`config.mk`:
```
export PLATFORM = sky130hd
export DESIGN_NAME = sff_filter
export DESIGN_NICKNAME = d
export VERILOG_FILES = /design/src/sff_pkg.sv /design/src/sff_hash_if.sv /design/src/sff_crc_hash.sv /design/src/sff_filter.sv
export VERILOG_INCLUDE_DIRS = /design/src /design/src/src
export SDC_FILE = /design/constraint.sdc
export NUM_CORES = 2
export LEC_CHECK = 0
export ABC_AREA = 1
export BUFFER_PORTS_ARGS = -buffer_cell sky130_fd_sc_hd__buf_2
export CAP_MARGIN = 20
export CORE_MARGIN = 3
export CORE_UTILIZATION = 40
export CTS_BUF_LIST = sky130_fd_sc_hd__clkbuf_4 sky130_fd_sc_hd__clkbuf_8
export DETAILED_ROUTE_END_ITERATION = 6
export PLACE_DENSITY_LB_ADDON = 0.1
export SYNTH_ARGS = -nofsm -noshare
export SYNTH_HDL_FRONTEND = slang
export SYNTH_HIERARCHICAL = 1
export SYNTH_SLANG_ARGS = --single-unit
```
`constraint.sdc`:
```
create_clock -name i_core_clk -period 1.66 [get_ports i_core_clk]
set_clock_uncertainty 0.15 [all_clocks]
set_input_delay 0.332 -clock i_core_clk [delete_from_list [all_inputs] [get_ports i_core_clk]]
set_output_delay 0.332 -clock i_core_clk [all_outputs]
set_load 0.05 [all_outputs]
```
`src/sff_cfg.svh`:
```
/*
 Constants of the setup frame address filter: setup buffer layout,
 descriptor close value, hash parameters and transmit status fields.
 Assumes inclusion by bare name from the filter's source files.
*/
`ifndef SFF_CFG_SVH
`define SFF_CFG_SVH

`define SFF_SETUP_BYTES    192
`define SFF_SETUP_WORDS    48
`define SFF_WORD_BITS      16
`define SFF_PERFECT_SLOTS  16
`define SFF_HASH_BITS      512
`define SFF_HASH_PA_WORD   39
`define SFF_CLOSE_STATUS   32'h7fffffff
`define SFF_CRC_POLY       32'hedb88320
`define SFF_CRC_INIT       32'hffffffff
`define SFF_TXS_ES         15
`define SFF_TXS_TO         14
`define SFF_TXS_LO         11
`define SFF_TXS_NC         10
`define SFF_TXS_LC         9
`define SFF_TXS_EC         8
`define SFF_TXS_HF         7
`define SFF_TXS_CC_MSB     6
`define SFF_TXS_CC_LSB     3
`define SFF_TXS_UF         1
`define SFF_TXS_DE         0
`define SFF_TXS_DEFINED    16'hcffb

`endif

```
`src/sff_pkg.sv`:
```
/*
 Types of the setup frame address filter.
 Assumes nothing beyond a SystemVerilog compiler.
*/
`default_nettype none
package sff_pkg;
	typedef enum logic [1:0] {
		SFF_IDLE,
		SFF_WAIT,
		SFF_LOAD,
		SFF_CLOSE
	} sff_state_t;

	typedef enum logic [2:0] {
		SFF_END_OK,
		SFF_END_UNDERFLOW,
		SFF_END_EXCESS_COL,
		SFF_END_WATCHDOG,
		SFF_END_LOOPBACK
	} sff_end_t;
endpackage
`default_nettype wire

```
`src/sff_hash_if.sv`:
```
/*
 Carrier between the filter and its hash index unit.
 Assumes the index is a pure function of the address.
*/
`default_nettype none
interface sff_hash_if;
	logic [47:0] da;
	logic [8:0]  index;
	modport crc_mp  (input da, output index);
	modport user_mp (output da, input index);
endinterface
`default_nettype wire

```
`src/sff_crc_hash.sv`:
```
/*
 Hash index unit: Ethernet CRC over a 48-bit destination address.
 Assumes byte 0 of the address in bits 7:0, sent least bit first.
*/
`include "sff_cfg.svh"
`default_nettype none
module sff_crc_hash (
	sff_hash_if.crc_mp hif
);
	import sff_pkg::*;

	logic [31:0] crc;

	// Serial CRC, all-ones start, reflected polynomial
	always_comb begin
		crc = `SFF_CRC_INIT;
		for (int i = 0; i < 48; i++) begin
			if (crc[0] ^ hif.da[i]) begin
				crc = (crc >> 1) ^ `SFF_CRC_POLY;
			end else begin
				crc = crc >> 1;
			end
		end
		hif.index = crc[8:0];
	end
endmodule
`default_nettype wire

```
`src/sff_filter.sv`:
```
/*
 Setup frame loader and receive destination address filter, with the
 transmit completion status word and its validity mask.
 Assumes setup words arrive one 32-bit word per beat from descriptor
 DMA, and destination addresses one per pulse from the receive path.
*/
`include "sff_cfg.svh"
`default_nettype none
module sff_filter (
	input  wire logic           i_core_clk,
	input  wire logic           i_rstn,
	input  wire logic           i_setup_req,
	input  wire logic           i_setup_hash,
	input  wire logic           i_setup_inverse,
	input  wire logic           i_tx_running,
	input  wire logic           i_tx_idle,
	input  wire logic           i_rx_busy,
	input  wire logic           i_setup_valid,
	input  wire logic [31:0]    i_setup_word,
	input  wire logic           i_accept_all,
	input  wire logic           i_da_valid,
	input  wire logic [47:0]    i_da,
	input  wire logic           i_tx_end_valid,
	input  wire sff_pkg::sff_end_t i_tx_end_cause,
	input  wire logic [15:0]    i_tx_flags,
	output logic                o_setup_ready,
	output logic                o_rx_disengage,
	output logic                o_desc_wr,
	output logic [31:0]         o_desc_status,
	output logic                o_filter_hash,
	output logic                o_filter_inverse,
	output logic                o_da_done,
	output logic                o_da_accept,
	output logic                o_tx_status_valid,
	output logic [15:0]         o_tx_status_word,
	output logic [15:0]         o_tx_valid_mask
);
	import sff_pkg::*;

	localparam int NW = `SFF_SETUP_WORDS;

	sff_hash_if hif ();
	sff_crc_hash u_crc (.hif(hif));
	assign hif.da = i_da;

	// Setup sequencing state
	sff_state_t  st_ff, nxt_st;
	logic [5:0]  cnt_ff, nxt_cnt;
	logic        pend_hash_ff, nxt_pend_hash;
	logic        pend_inv_ff, nxt_pend_inv;
	logic        ready_ff, nxt_ready;
	logic        dis_ff, nxt_dis;
	logic        wr_ff, nxt_wr;
	logic [31:0] stat_ff, nxt_stat;
	logic        hash_ff, nxt_hash;
	logic        inv_ff, nxt_inv;
	logic        take;

	assign take = ready_ff && i_setup_valid;

	always_comb begin
		nxt_st        = st_ff;
		nxt_cnt       = cnt_ff;
		nxt_pend_hash = pend_hash_ff;
		nxt_pend_inv  = pend_inv_ff;
		nxt_hash      = hash_ff;
		nxt_inv       = inv_ff;
		nxt_stat      = stat_ff;
		unique case (st_ff)
			SFF_IDLE: begin
				if (i_setup_req) begin
					nxt_st        = SFF_WAIT;
					nxt_pend_hash = i_setup_hash;
					nxt_pend_inv  = i_setup_inverse;
				end
			end
			SFF_WAIT: begin
				if (i_tx_running && i_tx_idle && !i_rx_busy) begin
					nxt_st  = SFF_LOAD;
					nxt_cnt = 6'h00;
				end
			end
			SFF_LOAD: begin
				if (take) begin
					nxt_cnt = cnt_ff + 6'h01;
					if (cnt_ff == 6'(NW - 1)) begin
						nxt_st   = SFF_CLOSE;
						nxt_stat = `SFF_CLOSE_STATUS;
					end
				end
			end
			SFF_CLOSE: begin
				nxt_st   = SFF_IDLE;
				nxt_hash = pend_hash_ff;
				nxt_inv  = pend_inv_ff;
			end
		endcase
		nxt_ready = (nxt_st == SFF_LOAD);
		nxt_dis   = (nxt_st == SFF_LOAD) || (nxt_st == SFF_CLOSE);
		nxt_wr    = (nxt_st == SFF_CLOSE);
	end

	always_ff @(posedge i_core_clk or negedge i_rstn) begin
		if (!i_rstn) begin
			st_ff        <= SFF_IDLE;
			cnt_ff       <= 6'h00;
			pend_hash_ff <= 1'b0;
			pend_inv_ff  <= 1'b0;
			ready_ff     <= 1'b0;
			dis_ff       <= 1'b0;
			wr_ff        <= 1'b0;
			stat_ff      <= 32'h0;
			hash_ff      <= 1'b0;
			inv_ff       <= 1'b0;
		end else begin
			st_ff        <= nxt_st;
			cnt_ff       <= nxt_cnt;
			pend_hash_ff <= nxt_pend_hash;
			pend_inv_ff  <= nxt_pend_inv;
			ready_ff     <= nxt_ready;
			dis_ff       <= nxt_dis;
			wr_ff        <= nxt_wr;
			stat_ff      <= nxt_stat;
			hash_ff      <= nxt_hash;
			inv_ff       <= nxt_inv;
		end
	end

	// Filter store: low half of each setup word, upper half dropped
	logic [15:0] words_ff [NW];
	logic [15:0] nxt_words [NW];

	always_comb begin
		nxt_words = words_ff;
		if (take) begin
			nxt_words[cnt_ff] = i_setup_word[15:0];
		end
	end

	always_ff @(posedge i_core_clk or negedge i_rstn) begin
		if (!i_rstn) begin
			for (int i = 0; i < NW; i++) begin
				words_ff[i] <= 16'h0;
			end
		end else begin
			words_ff <= nxt_words;
		end
	end

	// Address decision
	logic        match;
	logic        hash_bit;
	logic [47:0] pa;
	logic        accept;
	logic        done_ff, nxt_done;
	logic        acc_ff, nxt_acc;

	always_comb begin
		match = 1'b0;
		for (int s = 0; s < `SFF_PERFECT_SLOTS; s++) begin
			if (i_da == {words_ff[3*s+2], words_ff[3*s+1],
				words_ff[3*s]}) begin
				match = 1'b1;
			end
		end
		hash_bit = words_ff[hif.index[8:4]][hif.index[3:0]];
		pa = {words_ff[`SFF_HASH_PA_WORD + 2],
			words_ff[`SFF_HASH_PA_WORD + 1],
			words_ff[`SFF_HASH_PA_WORD]};
		if (i_accept_all) begin
			accept = 1'b1;
		end else if (!hash_ff) begin
			accept = inv_ff ? !match : match;
		end else if (inv_ff) begin
			accept = hash_bit;
		end else if (i_da[0]) begin
			accept = hash_bit;
		end else begin
			accept = (i_da == pa);
		end
		nxt_done = i_da_valid && !dis_ff;
		nxt_acc  = nxt_done && accept;
	end

	always_ff @(posedge i_core_clk or negedge i_rstn) begin
		if (!i_rstn) begin
			done_ff <= 1'b0;
			acc_ff  <= 1'b0;
		end else begin
			done_ff <= nxt_done;
			acc_ff  <= nxt_acc;
		end
	end

	// Transmit completion status and its validity
	logic        tv_ff, nxt_tv;
	logic [15:0] tw_ff, nxt_tw;
	logic [15:0] tm_ff, nxt_tm;
	logic [15:0] m;

	always_comb begin
		m = `SFF_TXS_DEFINED;
		unique case (i_tx_end_cause)
			SFF_END_UNDERFLOW: m[`SFF_TXS_EC] = 1'b0;
			SFF_END_EXCESS_COL: begin
				m[`SFF_TXS_CC_MSB:`SFF_TXS_CC_LSB] = 4'h0;
			end
			SFF_END_WATCHDOG: begin
				m[`SFF_TXS_LO] = 1'b0;
				m[`SFF_TXS_LC] = 1'b0;
				m[`SFF_TXS_EC] = 1'b0;
				m[`SFF_TXS_HF] = 1'b0;
			end
			SFF_END_LOOPBACK: begin
				m[`SFF_TXS_LO] = 1'b0;
				m[`SFF_TXS_NC] = 1'b0;
				m[`SFF_TXS_HF] = 1'b0;
			end
			default: m = `SFF_TXS_DEFINED;
		endcase
		nxt_tv = i_tx_end_valid;
		nxt_tw = tw_ff;
		nxt_tm = tm_ff;
		if (i_tx_end_valid) begin
			nxt_tw = i_tx_flags & `SFF_TXS_DEFINED;
			nxt_tm = m;
		end
	end

	always_ff @(posedge i_core_clk or negedge i_rstn) begin
		if (!i_rstn) begin
			tv_ff <= 1'b0;
			tw_ff <= 16'h0;
			tm_ff <= 16'h0;
		end else begin
			tv_ff <= nxt_tv;
			tw_ff <= nxt_tw;
			tm_ff <= nxt_tm;
		end
	end

	assign o_setup_ready     = ready_ff;
	assign o_rx_disengage    = dis_ff;
	assign o_desc_wr         = wr_ff;
	assign o_desc_status     = stat_ff;
	assign o_filter_hash     = hash_ff;
	assign o_filter_inverse  = inv_ff;
	assign o_da_done         = done_ff;
	assign o_da_accept       = acc_ff;
	assign o_tx_status_valid = tv_ff;
	assign o_tx_status_word  = tw_ff;
	assign o_tx_valid_mask   = tm_ff;

	AST_NO_DA_DURING_LOAD: assert property (
		@(posedge i_core_clk) disable iff (!i_rstn)
		o_setup_ready |=> !o_da_done)
		else $error("address decided while setup loads");

	AST_CLOSE_VALUE: assert property (
		@(posedge i_core_clk) disable iff (!i_rstn)
		$fell(o_setup_ready) |-> o_desc_wr &&
			o_desc_status == 32'h7fffffff)
		else $error("setup descriptor closed with wrong value");

	AST_START_GATE: assert property (
		@(posedge i_core_clk) disable iff (!i_rstn)
		$rose(o_setup_ready) |-> $past(i_tx_running) &&
			$past(i_tx_idle) && !$past(i_rx_busy))
		else $error("setup started without idle transmit");

	AST_LOAD_LENGTH: assert property (
		@(posedge i_core_clk) disable iff (!i_rstn)
		$rose(o_setup_ready) && i_setup_valid [*1] ##1
			i_setup_valid [*8] |-> o_setup_ready)
		else $error("setup load ended early");

	AST_PERFECT_DECIDE: assert property (
		@(posedge i_core_clk) disable iff (!i_rstn)
		i_da_valid && !dis_ff && !hash_ff && !i_accept_all
		|=> o_da_accept == ($past(inv_ff) ^ $past(match)))
		else $error("perfect filter decision wrong");

	AST_GROUP_HASH: assert property (
		@(posedge i_core_clk) disable iff (!i_rstn)
		i_da_valid && !dis_ff && hash_ff && i_da[0] && !i_accept_all
		|=> o_da_accept == $past(hash_bit))
		else $error("group address not hash filtered");

	AST_UNICAST_PA: assert property (
		@(posedge i_core_clk) disable iff (!i_rstn)
		i_da_valid && !dis_ff && hash_ff && !inv_ff && !i_da[0] &&
		!i_accept_all |=> o_da_accept == ($past(i_da) == $past(pa)))
		else $error("unicast not compared to station address");

	AST_UNDERFLOW_MASK: assert property (
		@(posedge i_core_clk) disable iff (!i_rstn)
		i_tx_end_valid && i_tx_end_cause == SFF_END_UNDERFLOW
		|=> o_tx_status_valid && !o_tx_valid_mask[8] &&
			o_tx_valid_mask[15] && o_tx_valid_mask[0])
		else $error("underflow validity mask wrong");

	AST_WATCHDOG_MASK: assert property (
		@(posedge i_core_clk) disable iff (!i_rstn)
		i_tx_end_valid && i_tx_end_cause == SFF_END_WATCHDOG
		|=> o_tx_valid_mask[11:7] == 5'b01000 &&
			o_tx_valid_mask[6:3] == 4'hf)
		else $error("watchdog validity mask wrong");
endmodule
`default_nettype wire

```
Yosys cells after proc, flatten, opt, wreduce, memory -nomap -nowiden. Index checks and enable logic that the tools add are counted.

Equality and inequality tests: 28. Mux-type cells: 90. Add/subtract/negate cells: 1. Reduce and logical (&&, ||, !) cells: 17. Order comparisons: 4. Bitwise operators: 96.

Operators with widths (count): $mux W32 (25); $bwmux W768 (1); $eq A48 B48 Y1 (16); $not A13 Y14 (24); $mux W16 (7); $bmux W16 S6 (1); $demux W16 S6 (1); $mux W10 (6); $mux W28 (2); $mux W25 (2); $xor A1 B1 Y1 (47); $mux W22 (2); $mux W31 (1); $mux W30 (1); $mux W27 (1); $mux W1 (26); $mux W24 (1); $not A11 Y11 (2); $mux W21 (1); $mux W20 (1); $not A3 Y3 (6); $not A9 Y9 (2); $not A4 Y4 (4); $not A7 Y7 (2); other kinds (36) (54).

Word-level logic and storage cells: 299. Output and inout port bits: 72. Input bits: 111. Register bits after elaboration: 812.

Logic depth before layout (Yosys ltp).
Depth after elaboration: 106. Depth in mapped cells: 55. Mapped depth without buffers: 51.

By module. The synthesis kept the hierarchy.

By module, submodules not included: sff_filter (area an instance 45771.4 um^2, cells each 6051, sequential area each 20169.3 um^2, times used 1); sff_crc_hash (area an instance 6665.1 um^2, cells each 1289, sequential area each 0.0 um^2, times used 1).

Worst setup path before layout. OpenSTA, ideal clock, no wires.

Path kind: input -> register. Start point: input i_da[1]. End point: register acc_ff (netlist: o_da_accept). Setup slack: -2.879 ns. Arrival time: 4.271 ns. Stages on the path: 50. Buffers on the path: 4. Cell sequence: buf_4 > inv_4 > nand2_1 > nand2_2 > nand2_2 > nand2_2 > nand2_2 > nand2_4 > nand2_1 > nand2_2 > nand2_2 > nand2_2 > nand2_2 > nand2_4 > nand2_1 > nand2_4 > inv_2 > nand2_2 > [14 not listed] > nand2_1 > buf_4 > inv_2 > buf_4 > buf_2 > nand3_1 > nand3_1 > nand3_1 > nand2_1 > nand2_1 > nand3_1 > nand3_1 > nand3_1 > nand2_1 > nand2_1 > nand3_1 > nand2_1 > a21oi_2.

Word-level cells in the longest chain between the ends: 78. Elaborated cells between the ends (all ways): 173.

Ends and longest elaborated chain: start, declared (line sff_filter.sv:22) `input wire logic [47:0] i_da,`; $xor A1 B1 Y1 * (line sff_crc_hash.sv:18) `if (crc[0] ^ hif.da[i]) begin`; $mux W32 * (line sff_crc_hash.sv:18); $not A13 Y14 (no line); $mux W32 * (3 in series) (line sff_crc_hash.sv:18); $not A13 Y14 (no line) or $mux W32 (tied branches); $mux W32 * (6 in series) (line sff_crc_hash.sv:18); $xor A1 B1 Y1 or $mux W32 (tied branches) (line sff_crc_hash.sv:18); $mux W32 * (line sff_crc_hash.sv:18); [52 not listed]; via hif.index[5] (line sff_hash_if.sv:8) `logic [8:0] index;`; [4 not listed]; $bmux W1 S4 * (line sff_filter.sv:166) `hash_bit = words_ff[hif.index[8:4]][hif.index[3:0]];`; $mux W1 (implied by the code) * (line sff_filter.sv:166); $mux W1 (line sff_filter.sv:176) `end else if (i_da[0]) begin`; $mux W1 * (line sff_filter.sv:174) `end else if (inv_ff) begin`; $mux W1 * (line sff_filter.sv:172) `end else if (!hash_ff) begin`; $mux W1 * (line sff_filter.sv:170) `if (i_accept_all) begin`; $logic_and A1 B1 Y1 * (line sff_filter.sv:182) `nxt_acc = nxt_done && accept;`; via nxt_acc (line sff_filter.sv:156) `logic acc_ff, nxt_acc;`; end signal, assigned (line sff_filter.sv:191) `acc_ff <= nxt_acc;`; end, declared (line sff_filter.sv:156).

Mark *: on every way through the listed nets, which the timed path passes. The select of a mux whose other input is x is not followed. A chain may end at the register's enable or synchronous reset.

Worst setup path in the final report.
Start point: input i_da[2]. End point: register acc_ff (netlist: o_da_accept).

Word-level cells in the longest chain between the ends: 76. Elaborated cells between the ends (all ways): 170.

Ends and longest elaborated chain (line): $xor A1 B1 Y1 * (sff_crc_hash.sv:18); $mux W32 * (3 in series) (sff_crc_hash.sv:18); $not A13 Y14 (no line) or $mux W32 (tied branches); $mux W32 * (6 in series) (sff_crc_hash.sv:18); $xor A1 B1 Y1 or $mux W32 (tied branches) (sff_crc_hash.sv:18); $mux W32 * (sff_crc_hash.sv:18); $not A13 Y14 (no line), or another cell as far along; $mux W32 * (sff_crc_hash.sv:18); [50 not listed]; via hif.index[5] (sff_hash_if.sv:8); [4 not listed]; $bmux W1 S4 * (sff_filter.sv:166); $mux W1 (implied by the code) * (sff_filter.sv:166); $mux W1 (sff_filter.sv:176); $mux W1 * (sff_filter.sv:174); $mux W1 * (sff_filter.sv:172); $mux W1 * (sff_filter.sv:170); $logic_and A1 B1 Y1 * (sff_filter.sv:182); via nxt_acc (sff_filter.sv:156).

Marks and branches as above.

==> results by group <==
Global routing
  • Largest net degree at the start of global routing: 67
  • Initial antenna violation count: 14
  • Total grt overflow: 0
  • Global-route wire length before repair: 379000 µm
  • Gr usage total: 38.7%
  • Number of global-route vias before repair: 53000

Die
  • Row Count: 132
  • IO Pins: 183
  • Chip width: 368 µm
  • Die Height: 368 µm
  • Initial core utilization: 40.4%
  • Die Area: 135000 µm²
  • Core ar.: 130000 µm²

Yosys
  • Post-synthesis cell count: 7340
  • Top cells by area, synth: dfrtp_1 (38%), nand2_1 (21%), xnor2_1 (10%)
  • Cell taking the most area after synthesis: dfrtp_1
  • Synth warnings: 6
  • Synth Register Bits: 806
  • Yosys top cell area share: 38.5%
  • Count of cell types in the netlist: 51
  • Sequential fraction of the synthesis area: 38.5%
  • Post-synth EDFFs: 0
  • Syn avg cell area: 7.14 µm²
  • Main synth FF type: dfrtp_1
  • Async SR Flop Fraction: 100%
  • Mapped cell area: 52400 µm²

Place
  • GPL Wtd Cong: 1.04
  • Port bufs: 156
  • Post-DP HPWL: 183000 µm
  • DP Cell Count: 9852

Worst hold path
  • Hold_sp: i_setup_inverse
  • Worst hold path class: in2reg
  • Hold endpoint: pend_inv_ff
  • Hold Path Depth: 4

Drt
  • DRT iter0 DRCs: 6221
  • Total Wirelength: 274000 µm
  • Drt first pass iters: 7
  • Via count: 56900
  • Wire length per cell: 26.4 µm
  • Avg Vias per Cell: 5.48
  • Antenna Violating Nets Remaining: 0
  • Residual DRC: 1

STA
  • RSZ-0062 raised after global routing: true
  • Final period util: 288%
  • Worst hold slack: 85.0 ps
  • Min Tclk post-route: 4780 ps
  • Slew HR: 42.4%
  • Final Max Slew Viols: 0
  • Worst slew pin tran: 864 ps
  • PnR worst setup slack: -3120 ps
  • Final Hold Viols: 0
  • Count of final setup violators: 840
  • Max Fclk: 209 MHz

Outcome
  • Status: complete, but fails checks
  • Violated checks: DRC, setup timing

Critical path
  • Worst R2R Start: words_ff[15]
  • Delay-heaviest family, CP: simple AND/OR/NAND/NOR gates
  • R2r endpoint: o_da_accept
  • CP Max Fanout: 10
  • Crit path DAT: 5420 ps
  • Largest stage delay, worst path: 270 ps
  • CP Capture Type: register
  • Crit start category: input port
  • WP data required: 2300 ps
  • Worst path most repeated cell: nand2_1
  • Buf/Inv on CP: 12
  • Flop-to-flop setup slack: -1010 ps
  • Critical path class: in2reg
  • Slowest cell on crit path: xor2_1
  • R2R depth: 16

Finish
  • Layout Nets: 8634
  • Layout Utilization: 57.4%
  • Final Non-Filler Cells: 10400
  • Layout cells sized above 1: 30.4%
  • Area delta synth->final: 42.1%

Clocking
  • Clk sinks: 806
  • Clock tree buffer depth: 3
  • H-Tree Depth: 4
  • Root buf cell: clkbuf_8
  • CTS buffer count: 154
  • Clock Pin Slew Worst Setup and Hold Paths: 70 ps
  • Clock Latency Late Sink: 920 ps
  • TritonCTS clock tree: built

Flow run
  • Maxcap violations: 0
worst max-delay path by stage:
stage / start / end / slack [ps] / cells past startpoint
5_1_grt: i_da[5] / o_da_accept / -3370 / 51
2_1_floorplan: i_da[3] / o_da_accept / -2790 / 50
6_report: i_da[2] / o_da_accept / -3120 / 50
3_5_place_dp: i_da[3] / o_da_accept / -4400 / 46
3_3_place_gp: i_da[0] / o_da_accept / -4420 / 51
4_1_cts: i_da[0] / o_da_accept / -2960 / 55
repair_timing:
action | in CTS | in global routing
hold buffers | 74 | 0
cloned | 42 | 39
endpoints found under the hold margin | 1607 | 0
setup buffers | 72 | 38
setup endpoints to repair | 836 | 844
pin swaps | 51 | 123
gates resized for setup | 709 | 670
layout by cell type, fill, tap and decap left out, types with 10 or more instances in the layout:
cell	synthesis	routed
a21oi_1	45	43
buf_12	0	229
buf_16	0	42
buf_2	41	85
buf_4	128	954
buf_6	72	78
clkbuf_16	0	32
clkbuf_4	0	53
clkbuf_8	0	189
clkinv_2	1	15
dfrtp_1	806	797
dlygate4sd3_1	0	73
inv_1	365	336
inv_2	27	47
inv_4	10	13
nand2_1	2876	2484
nand2_2	108	335
nand2_4	42	177
nand2_8	4	34
nand3_1	663	544
nand3_2	21	125
nand3_4	1	16
nand4_1	37	37
nor2_1	271	261
nor2_4	2	10
o21ai_0	778	372
o21ai_1	35	345
o21ai_2	0	94
or2_2	16	15
xnor2_1	624	619
xor2_1	71	63
cell families after synthesis:
group / after synthesis / synth area share [%]
other: 1 / 0.00715
AND/OR/NAND/NOR: 4076 / 32.9
XOR/XNOR: 701 / 11.8
AO/OA/AOI/OAI: 864 / 8.28
buffers and inverters: 891 / 8.48
adder cells (fa/ha/maj): 1 / 0.0239
flip-flops: 806 / 38.5
flip-flops by register name, indices dropped and copies added (netlist names), 2 cells and up:
register and cells:
cnt_ff 6, o_tx_status_word 13, o_tx_valid_mask 6, pa 48, st_ff 2, words_ff 720
routing by layer:
| metal | global-route usage, % | vias up | routed length (µm) |
|---|---|---|---|
| met3 | 8.09 | 887 | 26200 |
| met5 | 0 | - | 77 |
| li1 | - | 25600 | - |
| met1 | 48.9 | 27200 | 106000 |
| met2 | 59.4 | 3228 | 120000 |
| met4 | 26.2 | 10 | 22100 |
stage by stage:
step	setup slack, ps	TNS, ps	cell area [µm²]
floorplan	-2790	-52950	53200
global route	-3370	-255600	74500
global placement	-4420	-92600	63200
detailed placement	-4400	-99450	63200
finish	-3120	-208090	74500
CTS	-2960	-171240	71100
worst reg2reg max path, cell delays in order (launching register included):
cell     delay [ps]
dfrtp_1         400
xnor2_1         140
nand2_1          80
nor2_1          190
nand2_1          80
nor2_1          190
buf_12          170
nand3_1         270
nand2_1         170
nor2_1           60
nand2_1         170
nor2_1           70
nand2_1          60
nand3_1         120
nand2_1         110
inv_1            50
a21oi_2         120
cells in the mapped netlist, types with 16 or more instances:
library cell,number
nand2_4,42
inv_2,27
xnor2_1,624
xor2_1,71
o21ai_1,35
buf_2,41
inv_1,365
o21ai_0,778
nand3_2,21
nand4_1,37
a21oi_1,45
nand2_2,108
buf_6,72
buf_4,128
nor2_1,271
clkbuf_1,231
or2_2,16
nand3_1,663
dfrtp_1,806
nand2_1,2876
layout make-up:
class                   instances  area [µm²]
diodes                          8        20.0
clock buffers                 241        2990
clock inverters                29         290
fillers                     12100       55300
inverters                     404        1620
multi-input cells            5649       31300
flip-flops and latches        806       20200
well taps                    1742        2180
repair buffers               1505       15900
repair inverters                2        27.5
Power is left out: the tool's default activity adds up to more than one toggle a clock period on the data nets, which glitch-free logic cannot reach.
